<file path="src/wdc_pkg.sv">
package wdc_pkg;
    // Register indices on the plain register port
    localparam logic [3:0] WDC_ADDR_CONTROL = 4'h0;
    localparam logic [3:0] WDC_ADDR_RELOAD  = 4'h4;
    localparam logic [3:0] WDC_ADDR_COUNT   = 4'h8;
    localparam logic [3:0] WDC_ADDR_STATUS  = 4'hC;
    localparam int unsigned WDC_ADDR_W      = 4;
    localparam int unsigned WDC_DATA_W      = 32;
    // Control and status field positions
    localparam int unsigned WDC_CTL_PRESCALE_LSB = 0;
    localparam int unsigned WDC_CTL_EXT_SEL_BIT  = 3;
    localparam int unsigned WDC_CTL_ENABLE_BIT   = 4;
    localparam int unsigned WDC_CTL_IRQ_EN_BIT   = 5;
    localparam int unsigned WDC_CTL_RST_EN_BIT   = 6;
    localparam int unsigned WDC_STS_IRQ_BIT      = 0;
    localparam int unsigned WDC_STS_RST_BIT      = 1;
    // Reset values
    localparam logic [6:0]  WDC_CONTROL_RST = 7'h00;
    localparam logic [31:0] WDC_RELOAD_RST  = 32'hFFFF_FFFF;
    // Timing: load transfer bound and reset pulse width
    localparam int unsigned WDC_LOAD_MAX_CYCLES = 5;
    localparam int unsigned WDC_RST_PULSE_CYC   = 4;

    typedef enum logic [0:0] {WDC_SRC_BUS, WDC_SRC_EXT} wdc_src_t;

    function automatic logic [7:0] wdc_div_mask(input logic [2:0] code);
        case (code)
            3'd0:    wdc_div_mask = 8'h00;
            3'd1:    wdc_div_mask = 8'h03;
            3'd2:    wdc_div_mask = 8'h07;
            3'd3:    wdc_div_mask = 8'h0F;
            3'd4:    wdc_div_mask = 8'h1F;
            3'd5:    wdc_div_mask = 8'h3F;
            3'd6:    wdc_div_mask = 8'h7F;
            default: wdc_div_mask = 8'hFF;
        endcase
    endfunction : wdc_div_mask
endpackage : wdc_pkg

</file>
<file path="src/wdc_tick_if.sv">
`timescale 1ns/100ps
interface wdc_tick_if;
    logic       ext_sel;
    logic [1:0] ext_src;
    logic [2:0] prescale_code;
    logic       run;
    logic       tick;
    modport gen  (input ext_sel, input ext_src, input prescale_code, input run, output tick);
    modport core (output ext_sel, output ext_src, output prescale_code, output run, input tick);
endinterface : wdc_tick_if

</file>
<file path="src/wdc_tick_gen.sv">
`timescale 1ns/100ps
module wdc_tick_gen
    import wdc_pkg::*;
(
    input  wire logic       sys_clk,
    input  wire logic       sys_rst,
    input  wire logic [2:0] ext_clk_in,
    wdc_tick_if.gen         tk
);
    // ----------------------------------------
    // Source synchronisers and edge detect
    // ----------------------------------------
    logic [2:0] s1_q, s2_q, s3_q;
    logic [2:0] s1_d, s2_d, s3_d;
    logic [7:0] div_q, div_d;
    logic       tick_q, tick_d;
    logic       src_tick;
    wdc_src_t   src;

    always_comb begin
        s1_d = ext_clk_in;
        s2_d = s1_q;
        s3_d = s2_q;
        src  = tk.ext_sel ? WDC_SRC_EXT : WDC_SRC_BUS;
        case (src)
            WDC_SRC_EXT: src_tick = (tk.ext_src < 2'd3) && s2_q[tk.ext_src] && !s3_q[tk.ext_src];
            default:     src_tick = 1'b1;
        endcase
        div_d  = div_q;
        tick_d = 1'b0;
        if (!tk.run) begin
            div_d = 8'h00;
        end else if (src_tick) begin
            if ((div_q & wdc_div_mask(tk.prescale_code)) == wdc_div_mask(tk.prescale_code)) begin
                div_d  = 8'h00;
                tick_d = 1'b1;
            end else begin
                div_d = div_q + 8'd1;
            end
        end
    end

    always_ff @(posedge sys_clk or posedge sys_rst) begin
        if (sys_rst) begin
            s1_q   <= 3'b000;
            s2_q   <= 3'b000;
            s3_q   <= 3'b000;
            div_q  <= 8'h00;
            tick_q <= 1'b0;
        end else begin
            s1_q   <= s1_d;
            s2_q   <= s2_d;
            s3_q   <= s3_d;
            div_q  <= div_d;
            tick_q <= tick_d;
        end
    end

    assign tk.tick = tick_q;
endmodule : wdc_tick_gen

</file>
<file path="src/wdc_top.sv">
// Local design decisions: strobed register access and the address map.
`timescale 1ns/100ps
// Behaviour
// - Counting starts only after software writes the enable bit, control bit 4, to one.
// - When enabled the counter is loaded from the reload value and counts down from it.
// - With control bit 6 set, reaching zero asserts the watchdog reset output.
// - Writing the reload register before zero reloads the counter and so prevents a timeout.
// - Only in interrupt mode does the counter reload itself after an underflow.
// - The reload value reaches the running counter within five counter clocks.
// - The interrupt output and visible count lag the counter by one bus clock.
// - The counter is 32 bits wide and drops by one per prescaled counter clock.
// - The counter clock source is the bus clock or one of three external clocks.
// - Control bit 3 set selects the external clock, chosen by a separate source register.
// - A 3-bit prescale field divides the source by 1 to 256.
// - The interrupt flag sets within reload times prescaled period plus small fixed slack.
module wdc_top
    import wdc_pkg::*;
(
    input  wire logic                        sys_clk,
    input  wire logic                        sys_rst,
    input  wire logic [wdc_pkg::WDC_ADDR_W-1:0] reg_addr,
    input  wire logic [wdc_pkg::WDC_DATA_W-1:0] reg_wdata,
    input  wire logic                        reg_write,
    input  wire logic                        reg_read,
    output logic      [wdc_pkg::WDC_DATA_W-1:0] reg_rdata,
    input  wire logic [1:0]                  sysctl_clock_source_reg,
    input  wire logic [2:0]                  watchdog_source_clock,
    output logic                             watchdog_reset,
    output logic                             watchdog_irq
);
    // ----------------------------------------
    // Prescaled tick
    // ----------------------------------------
    wdc_tick_if tk ();

    wdc_tick_gen u_tick (
        .sys_clk    (sys_clk),
        .sys_rst    (sys_rst),
        .ext_clk_in (watchdog_source_clock),
        .tk         (tk)
    );

    // ----------------------------------------
    // State
    // ----------------------------------------
    logic [6:0]  ctl_q, ctl_d;
    logic [31:0] reload_q, reload_d;
    logic [31:0] cnt_q, cnt_d;
    logic        load_q, load_d;
    logic        irq_flag_q, irq_flag_d;
    logic        rst_flag_q, rst_flag_d;
    logic [2:0]  rst_cnt_q, rst_cnt_d;
    logic        rst_out_q, rst_out_d;
    logic        irq_out_q, irq_out_d;
    logic [31:0] cnt_vis_q, cnt_vis_d;
    logic [31:0] rdata_q, rdata_d;
    logic [1:0]  src_sel_q, src_sel_d;

    logic enable, irq_mode, rst_mode, underflow, wr_ctl, wr_reload, wr_sts;

    assign enable   = ctl_q[WDC_CTL_ENABLE_BIT];
    assign irq_mode = ctl_q[WDC_CTL_IRQ_EN_BIT];
    assign rst_mode = ctl_q[WDC_CTL_RST_EN_BIT];

    assign tk.ext_sel       = ctl_q[WDC_CTL_EXT_SEL_BIT];
    assign tk.ext_src       = src_sel_q;
    assign tk.prescale_code = ctl_q[WDC_CTL_PRESCALE_LSB+:3];
    assign tk.run           = enable;

    assign wr_ctl    = reg_write && (reg_addr == WDC_ADDR_CONTROL);
    assign wr_reload = reg_write && (reg_addr == WDC_ADDR_RELOAD);
    assign wr_sts    = reg_write && (reg_addr == WDC_ADDR_STATUS);
    assign underflow = enable && !load_q && tk.tick && (cnt_q == 32'h0000_0001);

    // ----------------------------------------
    // Counter and control
    // ----------------------------------------
    always_comb begin
        ctl_d      = ctl_q;
        reload_d   = reload_q;
        cnt_d      = cnt_q;
        load_d     = load_q;
        irq_flag_d = irq_flag_q;
        rst_flag_d = rst_flag_q;
        rst_cnt_d  = rst_cnt_q;
        src_sel_d  = sysctl_clock_source_reg;
        if (wr_ctl) begin
            ctl_d = reg_wdata[6:0];
            if (reg_wdata[WDC_CTL_ENABLE_BIT] && !enable) begin
                load_d = 1'b1;
            end
        end
        if (wr_reload) begin
            reload_d = reg_wdata;
            load_d   = 1'b1;
        end
        if (!enable) begin
            cnt_d = cnt_q;
        end else if (load_q) begin
            cnt_d  = reload_q;
            load_d = wr_reload;
        end else if (tk.tick) begin
            cnt_d = cnt_q - 32'h0000_0001;
            if (underflow && irq_mode) begin
                load_d = 1'b1;
            end
        end
        if (wr_sts && reg_wdata[WDC_STS_IRQ_BIT]) begin
            irq_flag_d = 1'b0;
        end
        if (wr_sts && reg_wdata[WDC_STS_RST_BIT]) begin
            rst_flag_d = 1'b0;
        end
        if (underflow && irq_mode) begin
            irq_flag_d = 1'b1;
        end
        if (rst_cnt_q != 3'd0) begin
            rst_cnt_d = rst_cnt_q - 3'd1;
        end
        if (underflow && rst_mode) begin
            rst_flag_d = 1'b1;
            rst_cnt_d  = 3'(WDC_RST_PULSE_CYC);
        end
    end

    always_ff @(posedge sys_clk or posedge sys_rst) begin
        if (sys_rst) begin
            ctl_q      <= WDC_CONTROL_RST;
            reload_q   <= WDC_RELOAD_RST;
            cnt_q      <= WDC_RELOAD_RST;
            load_q     <= 1'b0;
            irq_flag_q <= 1'b0;
            rst_flag_q <= 1'b0;
            rst_cnt_q  <= 3'd0;
            src_sel_q  <= 2'd0;
        end else begin
            ctl_q      <= ctl_d;
            reload_q   <= reload_d;
            cnt_q      <= cnt_d;
            load_q     <= load_d;
            irq_flag_q <= irq_flag_d;
            rst_flag_q <= rst_flag_d;
            rst_cnt_q  <= rst_cnt_d;
            src_sel_q  <= src_sel_d;
        end
    end

    // ----------------------------------------
    // Outputs and read port
    // ----------------------------------------
    always_comb begin
        rst_out_d = (rst_cnt_q != 3'd0);
        irq_out_d = irq_flag_q;
        cnt_vis_d = cnt_q;
        rdata_d   = 32'h0000_0000;
        if (reg_read) begin
            case (reg_addr)
                WDC_ADDR_CONTROL: rdata_d = {25'h0, ctl_q};
                WDC_ADDR_RELOAD:  rdata_d = reload_q;
                WDC_ADDR_COUNT:   rdata_d = cnt_vis_q;
                WDC_ADDR_STATUS:  rdata_d = {30'h0, rst_flag_q, irq_flag_q};
                default:          rdata_d = 32'h0000_0000;
            endcase
        end
    end

    always_ff @(posedge sys_clk or posedge sys_rst) begin
        if (sys_rst) begin
            rst_out_q <= 1'b0;
            irq_out_q <= 1'b0;
            cnt_vis_q <= WDC_RELOAD_RST;
            rdata_q   <= 32'h0000_0000;
        end else begin
            rst_out_q <= rst_out_d;
            irq_out_q <= irq_out_d;
            cnt_vis_q <= cnt_vis_d;
            rdata_q   <= rdata_d;
        end
    end

    assign reg_rdata      = rdata_q;
    assign watchdog_reset = rst_out_q;
    assign watchdog_irq   = irq_out_q;
endmodule : wdc_top

</file>
<file path="config.mk">
export PLATFORM = sky130hd
export DESIGN_NAME = wdc_top
export DESIGN_NICKNAME = d
export VERILOG_FILES = /design/src/wdc_pkg.sv /design/src/wdc_tick_if.sv /design/src/wdc_tick_gen.sv /design/src/wdc_top.sv
export SDC_FILE = /design/constraint.sdc
export NUM_CORES = 1
export LEC_CHECK = 0
export BUFFER_PORTS_ARGS = -buffer_cell sky130_fd_sc_hd__clkbuf_2
export CAP_MARGIN = 10
export CORE_UTILIZATION = 41
export CTS_BUF_LIST = sky130_fd_sc_hd__clkbuf_8
export DETAILED_ROUTE_END_ITERATION = 8
export PLACE_DENSITY_LB_ADDON = 0.25
export SYNTH_ARGS = -nofsm -noshare
export SYNTH_HDL_FRONTEND = slang
export SYNTH_SLANG_ARGS = --single-unit
</file>
<file path="constraint.sdc">
create_clock -name sys_clk -period 6.3 [get_ports sys_clk]
set_input_delay 0.315 -clock sys_clk [delete_from_list [all_inputs] [get_ports sys_clk]]
set_output_delay 0.315 -clock sys_clk [all_outputs]
set_load 0.01 [all_outputs]
</file>
After elaboration in Yosys (flattened, before gate mapping)
Cells that the tools add are included.
{ "word_totals": {"ff_bits": 163, "word_cells": 91, "out_inout_bits": 34, "in_bits": 45} }
{ "classes": {"bitwise": 1, "n_reduce_logical": 24, "magnitude_cmp": 2, "mux": 32, "addsub": 3, "n_eq_ne": 12} }
{ "op_table": {"columns": ["operator", "n"], "rows": [
  ["32-bit one-hot mux with 4 select lines", 1],
  ["32-bit two-way mux", 3],
  ["8-bit one-hot mux with 7 select lines", 1],
  ["8-bit two-way mux", 5],
  ["32-bit by 1-bit equality test with 1-bit output, second input constant", 1],
  ["32-bit by 1-bit subtractor with 32-bit output, second input constant", 1],
  ["1-bit two-way mux", 18],
  ["1-bit logical AND", 13],
  ["3-bit equality test, second input constant", 3],
  ["8-bit by 1-bit adder with 8-bit output, second input constant", 1],
  ["8-bit bitwise AND", 1],
  ["4-bit equality test, second input constant", 2],
  ["8-bit equality test", 1],
  ["2-bit nonzero test", 4],
  ["3-bit by 2-bit equality test with 1-bit output, second input constant", 2],
  ["3-bit two-way mux", 2],
  ["1-bit binary-select mux with 2-bit select", 2],
  ["4-bit by 3-bit equality test with 1-bit output, second input constant", 1],
  ["4-bit zero test", 1],
  ["3-bit by 1-bit equality test with 1-bit output, second input constant", 1],
  ["1-bit zero test", 3],
  ["3-bit zero test", 1],
  ["2-bit by 3-bit < comparator with 1-bit output, second input constant", 1],
  ["3-bit nonzero test", 1],
  ["4 further kinds", 4]
]} }

Longest topological paths before layout
Gate-level depths: netlist of the first run.
{ "logic_depth": {"word_depth": 12, "mapped_depth": 8} }

Modules after synthesis
From an unflattened synthesis of the first run, not the netlist that was laid out.
{ "hier_totals": {"cells_unflattened": 636, "hier_area_um2": 7069.3} }
{ "modules_own_cells": {"columns": ["module", "seq_area_each_um2", "cells_per_inst", "n_inst", "area_per_inst_um2"], "rows": [
  ["wdc_top", 3748.6, 559, 1, 6266.0],
  ["wdc_tick_gen", 450.4, 77, 1, 803.3]
]} }

Worst setup path after synthesis of the first run
Ideal clock, no wire load.
{ "synth_timing": {"path_kind": "reg-to-reg", "from": "register cnt_q[12]", "to": "register cnt_q[21]", "period_less_slack_ps": 2511, "n_path_buf": 1, "setup_slack_ps": 3789, "t_arrival_ps": 2427, "setup_time_ps": 84, "stages_incl_launch_ff": 7, "cell_sequence": "dfstp_2 > or4_4 > or4_1 > clkbuf_2 > or2_4 > or4_1 > a311o_1"} }
{ "synth_via": {"elab_chain_cells": 3} }
{ "synth_lines": {"columns": ["item", "line", "source"], "rows": [
  ["start, declared", "wdc_top.sv:48", "logic [31:0] cnt_q, cnt_d;"],
  ["start signal, assigned", "wdc_top.sv:139", "cnt_q <= cnt_d;"],
  ["32-bit by 1-bit subtractor with 32-bit output", "wdc_top.sv:103", "cnt_d = cnt_q - 32'h0000_0001;"],
  ["32-bit two-way mux", "wdc_top.sv:102", "end else if (tk.tick) begin"],
  ["32-bit two-way mux", "wdc_top.sv:99", "end else if (load_q) begin"]
]} }
Every way passes these cells. The select of a mux whose other input is x is not followed.
A chain may end at the register's enable or synchronous reset.

Final worst setup path of the first run
{ "layout_timing": {"from": "register cnt_q[7]", "to": "register cnt_q[21]"} }
The elaborated chain is that of the path after synthesis.

==> results of run 1 <==
==> layout by cell type, fill, tap and decap left out, drive strengths merged, types with 16 or more instances in the layout <==
master  count
a21oi      22
o21ai      30
inv        16
dfstp      96
dfrtp      67
nand3      22
mux2       40
clkbuf     98
nand2      38
a22oi      30
nor2       60
==> stage by stage <==
step                      power [W]  area, um2
final                       0.00291       8040
after detailed placement    0.00214       7570
after global routing        0.00308       8040
after floorplan             0.00196       6970
after CTS                   0.00294       8040
after global placement      0.00210       7570
==> worst min path at each step <==
stage,end,slack (ns),start
2_1_floorplan,u_tick.s2_q[0],0.33,u_tick.s1_q[0]
5_1_grt,reload_q[24],0.06,reg_wdata[24]
3_5_place_dp,u_tick.s2_q[1],0.34,u_tick.s1_q[1]
3_3_place_gp,u_tick.s2_q[1],0.33,u_tick.s1_q[1]
6_report,reload_q[12],0.09,reg_wdata[12]
4_1_cts,reload_q[28],0.06,reg_wdata[28]
==> kinds of logic after synthesis <==
family | after synthesis
fa+ha+maj | 5
xor+xnor | 1
simple gates | 192
compound gates | 149
flops | 163
buf+inv | 50
mux | 44
==> what timing repair did <==
action | CTS | global route
endpoints found under the hold margin | 6 | 0
setup buffers | 0 | 0
hold buffers | 6 | 0
==> worst max-delay path, cell delays in order, from the launching register on <==
cell and delay [ns]:
dfstp_2 0.41, nor4_1 0.80, nand3_1 0.46, or2_4 0.39, or4_1 0.40, a311o_1 0.36
==> area by class of cell <==
cell class / instances / area [um2] / area share
inverter: 16 / 65.1 / 0.00809
multi-input combinational: 391 / 2560 / 0.319
sequential: 163 / 4200 / 0.522
clock inverter: 11 / 135 / 0.0168
clock buffer: 20 / 275 / 0.0342
tap: 220 / 275 / 0.0342
timing repair buffer: 94 / 526 / 0.0654
==> power by group through the flow <==
stage                     logic [W]  clock network [W]  registers [W]
after CTS                  0.000506           0.000811        0.00162
after detailed placement   0.000499                  0        0.00164
final                      0.000503           0.000787        0.00162
after global routing       0.000570           0.000851        0.00166
after global placement     0.000480                  0        0.00162
after floorplan            0.000394                  0        0.00156
==> layer usage <==
layer  GRT usage  routed length [um]  share of wire  vias to the layer above
li1            -                   -              -                     2394
met1       0.272                7460           0.48                     2592
met2       0.288                7180           0.46                      139
met3      0.0461                 730          0.047                       14
met4      0.0658                 199          0.013                        0
met5           0                   0              0                        -
==> sequential cells by signal, summed over array words and instances (netlist names) <==
| register | flops |
|---|---|
| irq_flag_q | 1 |
| cnt_q | 32 |
| u_tick.tk.tick | 1 |
| u_tick.s3_q | 3 |
| load_q | 1 |
| src_sel_q | 2 |
| cnt_vis_q | 32 |
| watchdog_reset | 1 |
| u_tick.s2_q | 3 |
| ctl_q | 7 |
| watchdog_irq | 1 |
| rst_cnt_q | 3 |
| rst_flag_q | 1 |
| u_tick.div_q | 8 |
| reload_q | 32 |
| reg_rdata | 32 |
| u_tick.s1_q | 3 |
==> run metrics, run 1 <==
Worst Setup EP=cnt_q[21]; Cells after DPL=approximately 880; drt via density=roughly 5.6; Slew @ Worst Pin=0.988 ns; switching part of the total=0.294; worst flop-to-flop path startpoint=cnt_q[7]; average cell area after synthesis=between 10 and 15 um2; Fillers=roughly 1600; MaxCap Viol Count=0; most common cell in the netlist=dfstp_2; Commonest cells post-synth=dfstp_2 (96), dfrtp_1 (67), nor2_1 (60); initial antenna violation count=0; vias=roughly 5100; maximum fanout along the worst path=8; cell taking the most area after synthesis=dfstp_2; Rows=between 40 and 50; Diodes inserted=0; register area share after synthesis=0.603; TritonRoute pass-1 iters=5; Bufs on Longest Clock Path=2; gpl congestion=0.814; RSZ-0062 raised after global routing=false; Core ar.=16600 um2; xor/xnor share of the synthesized area=0.00126; CTS tree=built; largest net degree at the start of global routing=88; Hold Vio Cnt, Final=0; setup TNS=0 ns; vias in the first global route=around 5000; clock root cell=clkbuf_8; Starting Density=0.420; multiplexer share of the synthesized area=0.0704; DR WL/cell=17.0 um; Hold Path Stages=2; NetSw=~0.00086 W; maximum clock frequency=345 MHz; Simple-Gate Fraction of Synth Area=0.137; syn_nets=approximately 650; Reg-to-Reg End=cnt_q[21]; CP endpoint kind=register; fin. max-slew vios=0; number of remaining DRC errors=0; final std cells w/o fill=915; Area Overhead vs Synth=15.4%; ys flop type=dfstp_2; Leak Pwr=3.31 nW; Setup Skew=around 0.011 ns; count of final setup violators=0; Place WS=about 3.5 ns; CTS sink count=roughly 160; Remaining Overflow, GRT=0; die width=approximately 130 um; CTS resizes=0; asr flop ratio synth=1.00; reg-to-reg setup timing slack=about 3.4 ns; worst path required time=about 6.7 ns; Worst Path Arrival=approximately 3.3 ns; DRT Wirelength=about 16 mm; critical path startpoint=cnt_q[7]; Int Pwr=0.00206 W; Mapped Cells=~600; first-pass GRT wire length=26.5 mm; max_slew headroom=0.335; crit path launch type=register; global-route usage over all layers=0.192; Final ANT Viol Nets=0; Initial DRC Count=~320; worst skew pair latency=0.46 ns; Compound-Gate Fraction of Synth Area=0.149; PnR worst setup slack=3.40 ns; largest cells by area after synthesis=dfstp_2 (36%), dfrtp_1 (24%), mux2_2 (6.5%); main combinational cell family by area after synthesis=compound AO/OA/AOI/OAI gates; Min Clock Period, post-route=just under 3 ns; Worst IR Drop VDD=around 0.18 mV; share of cells above drive strength 1=0.387; fin nets=733; outcome=finished, final reports clean; Unique masters post-synth=62; total die area=17500 um2; clock power share=0.270; synthesized cell area=6970 um2; I/O pin count=around 80; R2R depth=5; cell area power density=around 360 nW/um2; fin util=0.485; final worst-path cycle share=0.460; I/O Buffers=78; H-tree depth=4; Crit Path Category=register to register; clock-pin slew on the worst setup and hold paths=about 0.08 ns; Die Ht=roughly 130 um; WHS=roughly 0.087 ns; Seq pwr share=0.557; number of synthesized register bits=163; synth warn=0; area share of fa/ha/maj cells after synthesis=0.00898; dpl hpwl=approximately 10 mm; power share of the combinational group=0.173; Synth top area share=0.362; worst hold path type=input pin to register; Num CTS Buffers=17; EDFF count, synth=0
No activity file was read; power rests on OpenSTA's default activity.
==> run 2: changes to the inputs <==
==> constraint.sdc (replaced) <==
create_clock -name sys_clk -period 3 [get_ports sys_clk]
set_input_delay 0.15 -clock sys_clk [delete_from_list [all_inputs] [get_ports sys_clk]]
set_output_delay 0.15 -clock sys_clk [all_outputs]
set_load 0.01 [all_outputs]
==> run 2 against run 1 <==
Highest routed layer unchanged; die area unchanged; utilization increased by 2.4 points; cell count increased by 4.6%; fmax increased by 8.8%; sequential power increased by 110%; largest cell class unchanged; via count increased by 2.7%; register-to-register slack got worse by 3.1 ns; critical path depth unchanged; first-iteration DRC count increased by 1.3%.
==> run metrics, run 2 (same netlist as run 1, synthesis figures left out) <==
fin nets=774; cell mode on critical path=or4_1; placed cell areas=approximately 7700 um2; Die Ht=132 um; vias=between 5000 and 6000; CTS resizes=0; dpl hpwl=~10 mm; initial antenna violation count=0; max_slew headroom=0.405; count of final setup violators=0; Hold Vio Cnt, Final=0; clock root cell=clkbuf_8; final std cells w/o fill=roughly 960; I/O pin count=79; outcome=finished, final reports clean; worst-path cell chain=or4_4, or4_1, or2_4, or4_1, a311o_1; Worst IR Drop VDD=around 0.34 mV; post-layout instance area=around 8400 um2; largest net degree at the start of global routing=between 80 and 90; Place WS=roughly 0.38 ns; global-route usage over all layers=0.188; Bufs on Longest Clock Path=2; Starting Density=0.420; gpl congestion=between 0.7 and 0.8; fin. max-slew vios=0; number of remaining DRC errors=0; Num CTS Buffers=17; Worst Path Arrival=3.04 ns; worst path required time=between 3 and 4 ns; Diodes inserted=0; postcts setup bufs=0; maximum clock frequency=around 380 MHz; most frequent cells in the layout=dfstp_2 (96), clkbuf_2 (78), dfrtp_1 (66); clock-pin slew on the worst setup and hold paths=around 0.090 ns; total die area=17500 um2; Setup Skew=roughly 0.016 ns; TritonRoute pass-1 iters=5; maximum fanout along the worst path=8; Cells after DPL=approximately 890; Initial DRC Count=approximately 320; setup TNS=0 ns; MaxCap Viol Count=0; Hold-fix buffers, CTS=38; Rows=47; DR WL/cell=16.2 um; worst skew pair latency=0.46 ns; die width=132 um; Fillers=around 1500; Remaining Overflow, GRT=0; crit path launch type=register; commonest non-fill, non-tap cell in the layout=dfstp_2; Core ar.=between 15000 and 20000 um2; drt via density=between 5 and 6; Crit Path Category=register to register; CP endpoint kind=register; vias in the first global route=5195; DRT Wirelength=about 16 mm; Area Overhead vs Synth=21.1%; Min Clock Period, post-route=about 2.7 ns; worst hold path type=input pin to register; share of cells above drive strength 1=0.374; cell area power density=~730 nW/um2; first-pass GRT wire length=between 20 and 30 mm; RSZ-0062 raised after global routing=false; PnR worst setup slack=roughly 0.34 ns; I/O Buffers=78; H-tree depth=4; CTS tree=built; WHS=~0.039 ns; slowest cell on the critical path=or4_4; Slew @ Worst Pin=approximately 0.89 ns; Final ANT Viol Nets=0; Worst path max stage delay=~0.57 ns; Leak Pwr=about 3.5 nW; CTS sink count=between 150 and 200; final worst-path cycle share=0.888
run 2: changes by cell type in the layout (fill, tap and decap cells not counted), sizes merged:
cell         before  now
buf              10   19
clkbuf           98   96
clkinvlp          1    2
inv              16   19
dlygate4sd3       6   38
clkinv            7    6
run 2: final timing paths:
check                      slack [ns]      startpoint              to  cells after the start
max in group asynchronous        1.67         sys_rst        cnt_q[8]                      4
setup / recovery                 0.34       cnt_q[12]       cnt_q[21]                      5
hold / removal                   0.04       reg_write      irq_flag_q                      4
min in group asynchronous        0.42         sys_rst   reg_rdata[26]                      3
hold reg to reg                  0.36  u_tick.s1_q[0]  u_tick.s2_q[0]                      0
setup reg to reg                 0.34       cnt_q[12]       cnt_q[21]                      5
run 2: critical path, delay by kind of cell, from the launching register on:
family | cells | cell delay, ns
AOI/OAI and AO/OA | 1 | 0.36
DFF | 1 | 0.41
and+or+nand+nor | 4 | 1.80
run 2: layer usage:
layer,global-route usage,share of wire,wire (um)
met4,0.0613,0.014,217
met3,0.0434,0.050,783
met5,0,0,0
met2,0.295,0.46,7200
met1,0.258,0.47,7320
run 2: per-stage QoR:
step                power, W   util
floorplan            0.00411      -
global placement     0.00447  0.462
detailed placement   0.00453  0.462
CTS                  0.00620  0.509
global route         0.00651  0.509
finish               0.00615  0.509
run 2: power by group:
| group | internal (W) | switching [W] |
|---|---|---|
| Clock | 0.000828 | 0.000781 |
| Combinational | 0.000541 | 0.000599 |
| Sequential | 0.00297 | 0.000432 |
run 2: layout make-up:
| type | instances | area [um2] | area share |
|---|---|---|---|
| Timing Repair Buffer | 135 | 938 | 0.111 |
| Multi-Input combinational cell | 391 | 2560 | 0.304 |
| Sequential cell | 163 | 4200 | 0.498 |
| Tap cell | 220 | 275 | 0.0326 |
| Clock buffer | 18 | 248 | 0.0294 |
| Clock inverter | 14 | 146 | 0.0174 |
| Inverter | 16 | 63.8 | 0.00756 |
